## src/efs_consts.svh

```systemverilog
// Purpose: constants for the encoder feedback setup block
// Assumes: one clock, synchronous active-high reset
// Notes: offsets index 32-bit registers on a plain port
`ifndef EFS_CONSTS_SVH
`define EFS_CONSTS_SVH
`define EFS_ADDR_PPR        4'h0
`define EFS_ADDR_DIR        4'h1
`define EFS_ADDR_DIV        4'h2
`define EFS_ADDR_MTEETH     4'h3
`define EFS_ADDR_ETEETH     4'h4
`define EFS_ADDR_RES        4'h5
`define EFS_ADDR_OFFSET     4'h6
`define EFS_ADDR_ENCTYPE    4'h7
`define EFS_ADDR_CARD       4'h8
`define EFS_ADDR_SPEED      4'h9
`define EFS_ADDR_POS        4'ha
`define EFS_ADDR_STATUS     4'hb
`define EFS_ADDR_PULSES     4'hc
`define EFS_PPR_512         16'h0200
`define EFS_PPR_1024        16'h0400
`define EFS_PPR_2048        16'h0800
`define EFS_RST_PPR         16'h0400
`define EFS_RST_DIV         8'h01
`define EFS_RST_TEETH       16'h0001
`define EFS_RST_RES         2'h2
`define EFS_RST_OFFSET      16'h003c
`define EFS_RES_16384       2'h0
`define EFS_RES_32768       2'h1
`define EFS_RES_8192        2'h2
`define EFS_CNT_16384       16'h4000
`define EFS_CNT_32768       16'h8000
`define EFS_CNT_8192        16'h2000
`define EFS_DIV_M_MAX       8'h20
`define EFS_RPM_FACTOR      32'h0000003c
`define EFS_CLK_HZ          200000000
`define EFS_GATE_S_NUM      1
`define EFS_GATE_S_DEN      10
`define EFS_GATE_CYCLES     (`EFS_CLK_HZ * `EFS_GATE_S_NUM / `EFS_GATE_S_DEN)
`endif

```

## src/efs_pkg.sv

```systemverilog
// Purpose: types for the encoder feedback setup block
// Assumes: constants header provides numbers
// Notes: types only
package efs_pkg;
    typedef enum logic [1:0] {
        EFS_CARD_AB_OC,
        EFS_CARD_ABZ_LD,
        EFS_CARD_SERIAL,
        EFS_CARD_NONE
    } efs_card_type;
    typedef struct packed {
        logic ch_a;
        logic ch_b;
        logic ch_z;
    } efs_quad_type;
    typedef struct packed {
        logic [3:0]  addr;
        logic [31:0] wdata;
        logic        wr;
        logic        rd;
    } efs_bus_type;
endpackage

```

## src/efs_top.sv

```systemverilog
// Purpose: encoder feedback setup, decode, pulse monitor and speed
// Assumes: encoder pins synchronous to i_clock; ratio settings static
// Notes: speed sampled over a fixed gate window
//        illegal setting writes are dropped and the old value stays
//        speed scale assumes ten gate windows per second
//        a step is a change on exactly one encoder channel
//
// Chosen here: the register addresses and the plain strobed port.
`timescale 1ns/1ps
`include "efs_consts.svh"
module efs_top import efs_pkg::*; #(
    parameter int GATE_CYCLES = `EFS_GATE_CYCLES
) (
    input  wire logic         i_clock,
    input  wire logic         i_reset,
    input  wire efs_bus_type  i_bus,
    output logic [31:0]       o_rdata,
    input  wire efs_quad_type i_enc,
    input  wire logic         i_fwd_cmd,
    input  wire logic         i_open_loop_im,
    input  wire logic [15:0]  i_internal_speed,
    input  wire logic         i_tune_valid,
    input  wire logic [15:0]  i_tune_offset,
    output logic              o_pulse_mon,
    output logic              o_reverse,
    output logic              o_dir_error,
    output logic [15:0]       o_speed_monitor_value
);
    // Settings held for software
    logic [15:0] pulses_per_rev_setting_r;
    logic        feedback_direction_select_r;
    logic [7:0]  pulse_monitor_divider_r;
    logic [15:0] motor_side_gear_teeth_r;
    logic [15:0] encoder_side_gear_teeth_r;
    logic [1:0]  serial_resolution_select_r;
    logic [15:0] magnet_position_offset_r;
    logic        encoder_type_select_r;
    efs_card_type card_r;

    // Quadrature decode and position
    logic [1:0]  ab_prev_r;
    logic [31:0] position_r;
    logic        step;
    logic        step_up;

    // Pulse monitor divider
    logic [5:0]  div_acc_r;
    logic        div_n;
    logic [5:0]  div_m;

    // Gate window and serial divider
    logic [31:0] gate_cnt_r;
    logic [31:0] pulse_cnt_r;
    logic [31:0] pulse_lat_r;
    logic [15:0] meas_speed_r;
    logic        calc_busy_r;
    logic [63:0] calc_num_r;
    logic [63:0] calc_den_r;
    logic [15:0] calc_q_r;
    logic [4:0]  calc_bit_r;
    logic        calc_sat_r;

    // Combinational helpers
    logic [15:0] res_counts;
    logic        wr_ok_ppr;
    logic [5:0]  div_acc_nxt;

    // Field split of divider code: upper digit n, lower digits m
    // decode n and m
    always_comb begin
        div_n = (pulse_monitor_divider_r >= 8'd100);
        div_m = div_n ? 6'(pulse_monitor_divider_r - 8'd100) : 6'(pulse_monitor_divider_r);
    end

    // Legal pulse count per encoder type
    // Checked on the incoming word, so a refused count never lands
    // Non-serial cards take any count the software writes
    // legal ppr values
    always_comb begin
        if (card_r != EFS_CARD_SERIAL) begin
            wr_ok_ppr = 1'b1;
        end else if (!encoder_type_select_r) begin
            wr_ok_ppr = (i_bus.wdata[15:0] == `EFS_PPR_1024);
        end else begin
            wr_ok_ppr = (i_bus.wdata[15:0] == `EFS_PPR_512) ||
                        (i_bus.wdata[15:0] == `EFS_PPR_1024) ||
                        (i_bus.wdata[15:0] == `EFS_PPR_2048);
        end
    end

    // Settings written from the register port
    // Refused values leave the previous setting in place
    // Zero motor teeth would divide by zero in the speed path
    // Writing the second encoder type forces resolution select 2
    always_ff @(posedge i_clock) begin
        if (i_reset) begin
            pulses_per_rev_setting_r    <= `EFS_RST_PPR;
            feedback_direction_select_r <= 1'b0;
            pulse_monitor_divider_r     <= `EFS_RST_DIV;
            motor_side_gear_teeth_r     <= `EFS_RST_TEETH;
            encoder_side_gear_teeth_r   <= `EFS_RST_TEETH;
            serial_resolution_select_r  <= `EFS_RST_RES;
            encoder_type_select_r       <= 1'b0;
            card_r                      <= EFS_CARD_AB_OC;
        end else if (i_bus.wr) begin
            if (i_bus.addr == `EFS_ADDR_PPR && wr_ok_ppr) begin
                pulses_per_rev_setting_r <= i_bus.wdata[15:0];
            end else if (i_bus.addr == `EFS_ADDR_DIR) begin
                feedback_direction_select_r <= i_bus.wdata[0];
            end else if (i_bus.addr == `EFS_ADDR_DIV) begin
                if ((i_bus.wdata[7:0] >= 8'd1 && i_bus.wdata[7:0] <= `EFS_DIV_M_MAX) ||
                    (i_bus.wdata[7:0] >= 8'd102 && i_bus.wdata[7:0] <= 8'd132)) begin
                    pulse_monitor_divider_r <= i_bus.wdata[7:0];
                end
            end else if (i_bus.addr == `EFS_ADDR_MTEETH && i_bus.wdata[15:0] != 16'h0000) begin
                motor_side_gear_teeth_r <= i_bus.wdata[15:0];
            end else if (i_bus.addr == `EFS_ADDR_ETEETH && i_bus.wdata[15:0] != 16'h0000) begin
                encoder_side_gear_teeth_r <= i_bus.wdata[15:0];
            end else if (i_bus.addr == `EFS_ADDR_RES) begin
                if (!encoder_type_select_r && i_bus.wdata[1:0] != 2'h3) begin
                    serial_resolution_select_r <= i_bus.wdata[1:0];
                end
            end else if (i_bus.addr == `EFS_ADDR_ENCTYPE) begin
                encoder_type_select_r <= i_bus.wdata[0];
                if (i_bus.wdata[0]) begin
                    serial_resolution_select_r <= `EFS_RES_8192;
                end
            end else if (i_bus.addr == `EFS_ADDR_CARD) begin
                card_r <= efs_card_type'(i_bus.wdata[1:0]);
            end
        end
    end

    // Magnet offset, tuning result wins over a software write
    // Tuning is a one-cycle strobe from the autotune logic
    // Software may still overwrite the offset by hand
    // tuning writes offset
    always_ff @(posedge i_clock) begin
        if (i_reset) begin
            magnet_position_offset_r <= `EFS_RST_OFFSET;
        end else if (i_tune_valid) begin
            magnet_position_offset_r <= i_tune_offset;
        end else if (i_bus.wr && i_bus.addr == `EFS_ADDR_OFFSET) begin
            magnet_position_offset_r <= i_bus.wdata[15:0];
        end
    end

    // Quadrature step detect; forward sense set by direction select
    // A double change is a lost edge and is not counted
    // Serial and missing cards never step the count
    // decode up and down
    always_comb begin
        step    = 1'b0;
        step_up = 1'b0;
        if ((card_r == EFS_CARD_AB_OC || card_r == EFS_CARD_ABZ_LD) &&
            ({i_enc.ch_a, i_enc.ch_b} != ab_prev_r) &&
            ({i_enc.ch_a, i_enc.ch_b} != ~ab_prev_r)) begin
            step = 1'b1;
            step_up = (i_enc.ch_a ^ ab_prev_r[0]) ^ feedback_direction_select_r;
        end
    end

    // Position count and direction flags
    // Index pulse on the line-driver card zeroes the count
    // Flags hold their value until the next step
    always_ff @(posedge i_clock) begin
        if (i_reset) begin
            ab_prev_r   <= 2'h0;
            position_r  <= 32'h0;
            o_reverse   <= 1'b0;
            o_dir_error <= 1'b0;
        end else begin
            ab_prev_r <= {i_enc.ch_a, i_enc.ch_b};
            if (card_r == EFS_CARD_ABZ_LD && i_enc.ch_z) begin
                position_r <= 32'h0;
            end else if (step) begin
                position_r <= step_up ? position_r + 32'h1 : position_r - 32'h1;
            end
            if (step) begin
                o_reverse   <= !step_up;
                o_dir_error <= i_fwd_cmd && !step_up;
            end
        end
    end

    // Pulse monitor: accumulate (1+n) per step, emit when reaching m
    // Remainder carries over, so the long-run ratio is exact
    // divide only open collector
    always_comb begin
        div_acc_nxt = div_acc_r + (div_n ? 6'd2 : 6'd1);
    end

    // Divided output toggles; other incremental cards pass every step
    always_ff @(posedge i_clock) begin
        if (i_reset) begin
            div_acc_r   <= 6'h0;
            o_pulse_mon <= 1'b0;
        end else if (step) begin
            if (card_r != EFS_CARD_AB_OC) begin
                o_pulse_mon <= ~o_pulse_mon;
            end else if (div_acc_nxt >= div_m) begin
                div_acc_r   <= div_acc_nxt - div_m;
                o_pulse_mon <= ~o_pulse_mon;
            end else begin
                div_acc_r <= div_acc_nxt;
            end
        end
    end

    // Gate window counts pulses for the speed calculation
    // The step of the last window cycle is folded into the latch
    // Window length is a parameter so simulation can shorten it
    always_ff @(posedge i_clock) begin
        if (i_reset) begin
            gate_cnt_r  <= 32'h0;
            pulse_cnt_r <= 32'h0;
            pulse_lat_r <= 32'h0;
        end else if (gate_cnt_r == 32'(GATE_CYCLES - 1)) begin
            gate_cnt_r  <= 32'h0;
            pulse_lat_r <= pulse_cnt_r + {31'h0, step};
            pulse_cnt_r <= 32'h0;
        end else begin
            gate_cnt_r  <= gate_cnt_r + 32'h1;
            pulse_cnt_r <= pulse_cnt_r + {31'h0, step};
        end
    end

    // Serial bit-wise divide: speed = p*60*enc*gates_per_s/(ppr*motor)
    // One quotient bit per cycle keeps the logic small
    // Quotient above 16 bits saturates at full scale
    // speed formula
    always_ff @(posedge i_clock) begin
        if (i_reset) begin
            calc_busy_r  <= 1'b0;
            calc_num_r   <= 64'h0;
            calc_den_r   <= 64'h0;
            calc_q_r     <= 16'h0;
            calc_bit_r   <= 5'h0;
            calc_sat_r   <= 1'b0;
            meas_speed_r <= 16'h0;
        end else if (!calc_busy_r && gate_cnt_r == 32'h0) begin
            calc_busy_r <= 1'b1;
            // Widen before multiplying; a long window would wrap 32 bits
            calc_num_r  <= 64'(pulse_lat_r) * 64'(`EFS_RPM_FACTOR) *
                           64'(`EFS_GATE_S_DEN) * 64'(encoder_side_gear_teeth_r);
            calc_den_r  <= 64'(pulses_per_rev_setting_r) * 64'(motor_side_gear_teeth_r);
            calc_q_r    <= 16'h0;
            calc_sat_r  <= 1'b0;
            calc_bit_r  <= 5'd15;
        end else if (calc_busy_r) begin
            // Quotient too large for 16 bits
            if (calc_bit_r == 5'd15 && calc_num_r >= (calc_den_r << 5'h10)) begin
                calc_sat_r <= 1'b1;
            end
            if (calc_num_r >= (calc_den_r << calc_bit_r)) begin
                calc_num_r <= calc_num_r - (calc_den_r << calc_bit_r);
                calc_q_r   <= calc_q_r | (16'h1 << calc_bit_r);
            end
            if (calc_bit_r == 5'h0) begin
                calc_busy_r  <= 1'b0;
                if (calc_sat_r) begin
                    meas_speed_r <= 16'hffff;
                end else begin
                    meas_speed_r <= calc_q_r |
                        ((calc_num_r >= calc_den_r) ? 16'h1 : 16'h0);
                end
            end else begin
                calc_bit_r <= calc_bit_r - 5'h1;
            end
        end
    end

    // Speed monitor source selection
    // Open loop without an incremental card shows the internal estimate
    // Closed loop always shows the measured speed
    // measured or internal
    always_ff @(posedge i_clock) begin
        if (i_reset) begin
            o_speed_monitor_value <= 16'h0;
        end else if (i_open_loop_im &&
                     (card_r == EFS_CARD_AB_OC || card_r == EFS_CARD_ABZ_LD)) begin
            o_speed_monitor_value <= meas_speed_r;
        end else if (i_open_loop_im) begin
            o_speed_monitor_value <= i_internal_speed;
        end else begin
            o_speed_monitor_value <= meas_speed_r;
        end
    end

    // Resolution counts shown to software
    // Select value 3 is refused on write and never reaches here
    // resolution mapping
    always_comb begin
        if (serial_resolution_select_r == `EFS_RES_16384) begin
            res_counts = `EFS_CNT_16384;
        end else if (serial_resolution_select_r == `EFS_RES_32768) begin
            res_counts = `EFS_CNT_32768;
        end else begin
            res_counts = `EFS_CNT_8192;
        end
    end

    // Read data one cycle after the strobe, zero otherwise
    // Unmapped addresses read as zero
    always_ff @(posedge i_clock) begin
        if (i_reset || !i_bus.rd) begin
            o_rdata <= 32'h0;
        end else if (i_bus.addr == `EFS_ADDR_PPR) begin
            o_rdata <= {16'h0, pulses_per_rev_setting_r};
        end else if (i_bus.addr == `EFS_ADDR_DIR) begin
            o_rdata <= {31'h0, feedback_direction_select_r};
        end else if (i_bus.addr == `EFS_ADDR_DIV) begin
            o_rdata <= {24'h0, pulse_monitor_divider_r};
        end else if (i_bus.addr == `EFS_ADDR_MTEETH) begin
            o_rdata <= {16'h0, motor_side_gear_teeth_r};
        end else if (i_bus.addr == `EFS_ADDR_ETEETH) begin
            o_rdata <= {16'h0, encoder_side_gear_teeth_r};
        end else if (i_bus.addr == `EFS_ADDR_RES) begin
            o_rdata <= {res_counts, 14'h0, serial_resolution_select_r};
        end else if (i_bus.addr == `EFS_ADDR_OFFSET) begin
            o_rdata <= {16'h0, magnet_position_offset_r};
        end else if (i_bus.addr == `EFS_ADDR_ENCTYPE) begin
            o_rdata <= {31'h0, encoder_type_select_r};
        end else if (i_bus.addr == `EFS_ADDR_CARD) begin
            o_rdata <= {30'h0, card_r};
        end else if (i_bus.addr == `EFS_ADDR_SPEED) begin
            o_rdata <= {16'h0, meas_speed_r};
        end else if (i_bus.addr == `EFS_ADDR_POS) begin
            o_rdata <= position_r;
        end else if (i_bus.addr == `EFS_ADDR_STATUS) begin
            o_rdata <= {29'h0, calc_busy_r, o_dir_error, o_reverse};
        end else if (i_bus.addr == `EFS_ADDR_PULSES) begin
            o_rdata <= pulse_lat_r;
        end else begin
            o_rdata <= 32'h0;
        end
    end
endmodule

```

## config.mk

```make
export PLATFORM = sky130hd
export DESIGN_NAME = efs_top
export DESIGN_NICKNAME = d
export VERILOG_FILES = /design/src/efs_pkg.sv /design/src/efs_top.sv
export VERILOG_INCLUDE_DIRS = /design/src
export SDC_FILE = /design/constraint.sdc
export NUM_CORES = 2
export LEC_CHECK = 0
export ABC_AREA = 1
export ABC_CLOCK_PERIOD_IN_PS = 11150
export BUFFER_PORTS_ARGS = -buffer_cell sky130_fd_sc_hd__buf_2
export CAP_MARGIN = 20
export CORE_UTILIZATION = 50
export CTS_CLUSTER_DIAMETER = 120
export DETAILED_ROUTE_END_ITERATION = 16
export PLACE_DENSITY = 0.66
export SLEW_MARGIN = 20
export SYNTH_ARGS = -nofsm -noshare
export SYNTH_HDL_FRONTEND = slang
export SYNTH_SLANG_ARGS = --single-unit
```

## constraint.sdc

```tcl
create_clock -name i_clock -period 11.15 [get_ports i_clock]
set_clock_uncertainty 0.2 [all_clocks]
set_input_delay 1.115 -clock i_clock [delete_from_list [all_inputs] [get_ports i_clock]]
set_output_delay 1.115 -clock i_clock [all_outputs]
set_load 0.02 [all_outputs]
```

## Yosys cells after proc, flatten, opt, wreduce, memory -nomap -nowiden

Index checks and enable logic that the tools add are counted.

- Bits in registers: 400
- Latch bits: 0
- Bits in writable memories: 0
- ROM bits: 0
- Input bits: 78
- Output and inout bits: 51
- Logic and storage cells: 195
- Memories kept: 0

- Add/subtract/negate cells: 9
- Multipliers: 4
- Div/mod/pow operators: 0
- Magnitude comparators: 9
- Eq/ne operators: 25
- Shift operators: 2
- Multiplexer cells: 44
- Bitwise logic cells: 16
- Reductions and logical operators: 56

Operators with widths:

| kind | number |
|---|---|
| $mux W32 | 9 |
| $mux W16 | 12 |
| $mux W58 | 3 |
| $add A32 B1 Y32 const B | 2 |
| $ge A64 B32 Y1 | 1 |
| $ge A64 B48 Y1 | 1 |
| $ge A64 B64 Y1 | 1 |
| $shl A32 B5 Y64 | 1 |
| $sub A64 B64 Y64 | 1 |
| $mul A39 B16 Y55 | 1 |
| $mul A36 B3 Y39 const B | 1 |
| $mul A32 B4 Y36 const B | 1 |
| $add A32 B1 Y32 | 1 |
| $eq A32 B25 Y1 const B | 1 |
| $logic_not A32 Y1 | 1 |
| $mul A16 B16 Y32 | 1 |
| $sub A32 B1 Y32 const B | 1 |
| $eq A4 B4 Y1 const B | 5 |
| $reduce_and A9 Y1 | 2 |
| $eq A16 B10 Y1 const B | 1 |
| $eq A16 B11 Y1 const B | 1 |
| $eq A16 B12 Y1 const B | 1 |
| $eq A4 B3 Y1 const B | 4 |
| $ge A8 B7 Y1 const B | 2 |
| 39 further kinds | 110 |

## Depth between registers and ports, before layout

- Depth after elaboration: 14
- Depth in mapped cells: 56

## Least setup slack after synthesis

No wires, ideal clock.

- Path kind: reg2reg
- Start point: register pulse_lat_r[2]
- End point: register calc_num_r[47]
- Arrival: 9491 ps
- Required time: 10822 ps
- Slack: 1331 ps
- Cell stages (with the launch flop): 52
- Path buffers: 1
- Clock period less this slack: 9819 ps
- Cells stage by stage: dfxtp_1 -> inv_1 -> fa_1 -> fa_1 -> inv_1 -> ha_1 -> nand3_1 -> nand2_1 -> a21oi_1 -> o21ai_0 -> a21oi_1 -> o21ai_0 -> nand2_1 -> nand2_1 -> xor2_1 -> ha_1 -> ha_1 -> inv_1 -> (+16 left out) -> fa_1 -> inv_1 -> fa_1 -> inv_1 -> ha_1 -> nand2_1 -> inv_1 -> nand2_1 -> nor3_1 -> nand2_1 -> nor2_1 -> nand2_1 -> nand3_1 -> nand2_1 -> nand3_1 -> nand2_1 -> nor2_1 -> nor2_1

- Cells in the longest elaborated chain, start to end: 4

RTL lines:

| item | line | text |
|---|---|---|
| start: declaration | efs_top.sv:54 | `logic [31:0] pulse_lat_r;` |
| start signal: assignment | efs_top.sv:220 | `pulse_lat_r <= pulse_cnt_r + {31'h0, step};` |
| $mul A32 B4 Y36 | efs_top.sv:244 | `` calc_num_r <= 64'(pulse_lat_r) * 64'(`EFS_RPM_FACTOR) * `` |
| $mul A36 B3 Y39 | efs_top.sv:244 |  |
| $mul A39 B16 Y55 | efs_top.sv:244 |  |
| $mux W58 | efs_top.sv:241 | `end else if (!calc_busy_r && gate_cnt_r == 32'h0) begin` |
| end signal: assignment | efs_top.sv:244 |  |
| end signal: assignment | efs_top.sv:256 | `calc_num_r <= calc_num_r - (calc_den_r << calc_bit_r);` |
| end: declaration | efs_top.sv:57 | `logic [63:0] calc_num_r;` |

Every way passes these cells.
A chain may end at the register's enable or synchronous reset.

## Final worst setup path

- Start point: register pulse_lat_r[7]
- End point: register calc_num_r[54]

The elaborated chain is that of the path after synthesis.

==> key figures <==
Logic synthesis
  • Yosys top cell by area: fa_1
  • Async SR Flop Fraction: 0%
  • Top_reg_cell synth: dfxtp_1
  • Sequential area share after synthesis: 12.6%
  • Syn Nets: 10.7k
  • Avg Cell Area, Syn: 6.81 sq um
  • Post-Syn Area: 63500 sq um
  • Top-area cell type share of the netlist area: 24.5%
  • Most frequent cell after synthesis: nand2_1
  • Post-synthesis cell type count: 68
  • EDFF count, synth: 0
  • Synth warn: 0
  • FF+latch count, synth: 400
  • Dominant cells by area after synthesis: fa_1 24%, nand2_1 13%, dfxtp_1 13%
  • Post-synth top cells: 2233 x nand2_1, 1831 x inv_1, 836 x nor2_1
  • Post-synthesis cell count: 9324

Critical path
  • CP startpoint kind: flop
  • Crit path DAT: 11.09 ns
  • CP required: 11.50 ns
  • Most used cell, CP: fa_1
  • Critical path's top delay family: adder cells
  • Worst path buffer plus inverter count: 11
  • Setup CP Type: reg2reg
  • Reg2reg path depth: 44
  • Worst path max stage delay: 0.63 ns
  • CP Capture Type: flop
  • R2r endpoint: calc_num_r[54]$_SDFFE_PP0P_
  • Reg-to-Reg Start: pulse_lat_r[7]$_SDFFE_PP0P_
  • Internal reg-to-reg setup slack: 0.41 ns
  • Crit-path max FO: 10
  • Slowest CP cell: fa_1

Floorplanning
  • Starting Density: 50.5%
  • Core area: 126000 sq um
  • IO Pins: 129
  • Row count: 130
  • Die Ht: 358 um
  • Die width: 358 um
  • Die Area: 128000 sq um

Finish
  • Final #Nets: 10.8k
  • Area grow syn2layout: 9.41%
  • Area of the multi-input gates: 47900 sq um
  • Design Area, Final: 69400 sq um
  • Utilization after layout: 55.2%
  • Register area: 8020 sq um
  • Share of cells above drive strength 1: 8.38%
  • FILL cells: 12.6k

Drt
  • Post-DR vias/cell: 5.58
  • 1st-pass router iterations: 8
  • Starting DRC count in detailed routing: 5854
  • DRC: 0
  • Final wirelength: 231000 um
  • Antenna-violating nets left: 0
  • Routed length per instance: 20.8 um
  • Vias: 62.1k

Clocking
  • Clock sinks: 400
  • TritonCTS clock tree: done
  • # hold bufs at CTS: 0
  • CTS Buffer Depth: 3
  • Root buf cell: clkbuf_16
  • Clock H-tree levels: 2
  • CTS clk-pin slew, worst paths: 0.07 ns
  • CTS buffer count: 49
  • Clk_lat worst skew: 0.67 ns

Place
  • IO buf count: 112
  • Post-DP HPWL: 191000 um
  • Final RePlAce weighted congestion: 1.05
  • Post-Place Cell Area: 66800 sq um
  • Worst slack at placement: 0.0573 ns

STA
  • Fmax: 93.1 MHz
  • RSZ-0062 raised after global routing: true
  • Final worst setup slack: 0.413 ns
  • Final worst-path cycle share: 96.3%
  • Pins Over Slew Limit: 0
  • Max_slew headroom: 23.5%
  • Setup violations, final: 0
  • Worst-margin pin slew: 1.14 ns
  • Min Tclk post-route: 10.74 ns
  • Hold Vio Cnt, Final: 0

Power
  • Clk network pwr share: 16.4%
  • Leakage power: 34.9 nW
  • PwrDens: 154 nW/um^2
  • Seq pwr share: 18.0%
  • Peak VDD IR: 305 uV
  • Net Sw Frac: 56.4%
  • Logic pwr share: 65.6%
  • P_sw: 6.01 mW
  • P_int: 4.66 mW
  • Total power: 10.7 mW

Global route
  • Global-route wire length before repair: 354000 um
  • Total grt overflow: 0
  • Largest net degree at the start of global routing: 80
  • Vias in the first global route: 60.3k
  • Antenna violations before repair: 10
  • Gr usage total: 36.1%

Hold path
  • Hold Path Origin: calc_q_r[7]$_SDFFE_PP0P_
  • Hold depth: 2
  • Worst Hold Class: reg2reg
  • Hold EP: calc_q_r[7]$_SDFFE_PP0P_

Run status
  • Run status: finished clean

Run
  • Max-cap violations: 0
metal layers:
metal  up-vias  part of all wire, %  GRT usage, %
li1      29300                    -             -
met1     29700                   43          49.1
met2      2599                   44          57.1
met3       459                  8.7          6.43
met4         8                  4.2          13.4
met5         -                0.073         0.667
cell type report:
class                      instances  area share [%]
clock inverter                    32           0.553
antenna                            2         0.00721
sequential                       400            11.5
clock buffer                      59            1.95
timing repair buffer             402            4.01
tap                             1650            2.97
multi-input combinational       6734            68.9
inverter                        1853            10.0
tightest hold or removal path, stage by stage, from the launching register on:
cell	delay [ns]
dfxtp_1	0.30
inv_1	0.06
a21oi_1	0.06
cells by family (layout without fill, tap and decap cells):
family	Yosys count	count (layout)	share of synthesized area, %
multiplexers	22	22	0.347
XOR/XNOR	136	136	1.88
AND/OR/NAND/NOR	4010	4010	26.4
flip-flops	400	400	12.6
adder cells (fa/ha/maj)	1290	1290	34.6
other	0	2	0
buffers and inverters	2190	2346	13.1
AO/OA/AOI/OAI	1276	1276	11.1
metrics by stage:
step	hold WS, ns	setup TNS [ns]	std cells
floorplan	0.229	0	9324
global placement	0.237	0	11000
detailed placement	0.251	0	11000
CTS	0.261	0	11100
global route	0.279	-0.983	11100
finish	0.260	0	11100
flip-flops by register name, summed over array words and instances, names as in the netlist, 5 cells and up:
signal and flops:
calc_num_r 64, calc_den_r 32, gate_cnt_r 32, o_rdata 32
position_r 32, pulse_cnt_r 32, pulse_lat_r 32, calc_q_r 16
encoder_side_gear_teeth_r 16, magnet_position_offset_r 16, meas_speed_r 16, motor_side_gear_teeth_r 16
o_speed_monitor_value 16, pulses_per_rev_setting_r 16, pulse_monitor_divider_r 8, div_acc_r 6
calc_bit_r 5
placed cells by master, fill, tap and decap left out, types with 11 or more instances in the layout:
cell	count
nand2_1	2206
inv_1	1809
nor2_1	806
fa_1	774
nand3_1	553
ha_1	491
a21oi_1	489
o21ai_0	445
dfxtp_1	390
buf_4	284
nand4_1	115
buf_2	112
xor2_1	73
nor3_1	66
or2_2	62
a31oi_1	52
xnor2_1	51
clkbuf_16	49
o21ai_1	46
nor2_2	38
o22ai_1	38
nand2_2	37
o21bai_1	36
a21o_1	33
inv_2	30
a21oi_2	27
nor4_1	27
o211ai_1	26
nand3b_1	25
mux2i_1	22
o21a_1	16
a221oi_1	15
nor3_2	14
clkinv_2	12
ha_4	12
ha_2	11
worst max path at each step:
| stage | from | to | slack (ns) | cells after the start |
|---|---|---|---|---|
| global placement | pulse_lat_r[3]$_SDFFE_PP0P_ | calc_num_r[54]$_SDFFE_PP0P_ | 0.20 | 44 |
| floorplan | pulse_lat_r[2]$_SDFFE_PP0P_ | calc_num_r[47]$_SDFFE_PP0P_ | 1.33 | 51 |
| CTS | pulse_lat_r[4]$_SDFFE_PP0P_ | calc_num_r[54]$_SDFFE_PP0P_ | 0.02 | 46 |
| finish | pulse_lat_r[7]$_SDFFE_PP0P_ | calc_num_r[54]$_SDFFE_PP0P_ | 0.41 | 44 |
| global route | pulse_lat_r[6]$_SDFFE_PP0P_ | calc_num_r[42]$_SDFFE_PP0P_ | -0.12 | 45 |
| detailed placement | pulse_lat_r[12]$_SDFFE_PP0P_ | calc_num_r[54]$_SDFFE_PP0P_ | 0.06 | 45 |
power groups by stage:
stage                     clock [mW]  combinational [mW]  sequential, mW
after CTS                       1.77                6.80            1.90
after global placement             0                6.71            1.92
after detailed placement           0                6.77            1.93
after floorplan                    0                4.66            1.77
after global routing            1.83                7.61            1.92
final                           1.75                7.00            1.92
repair_timing:
item | CTS | global route
resized for setup | 0 | 214
setup buffers | 0 | 15
endpoints found under the setup margin | 0 | 41
(Power assumes the default switching activity.)
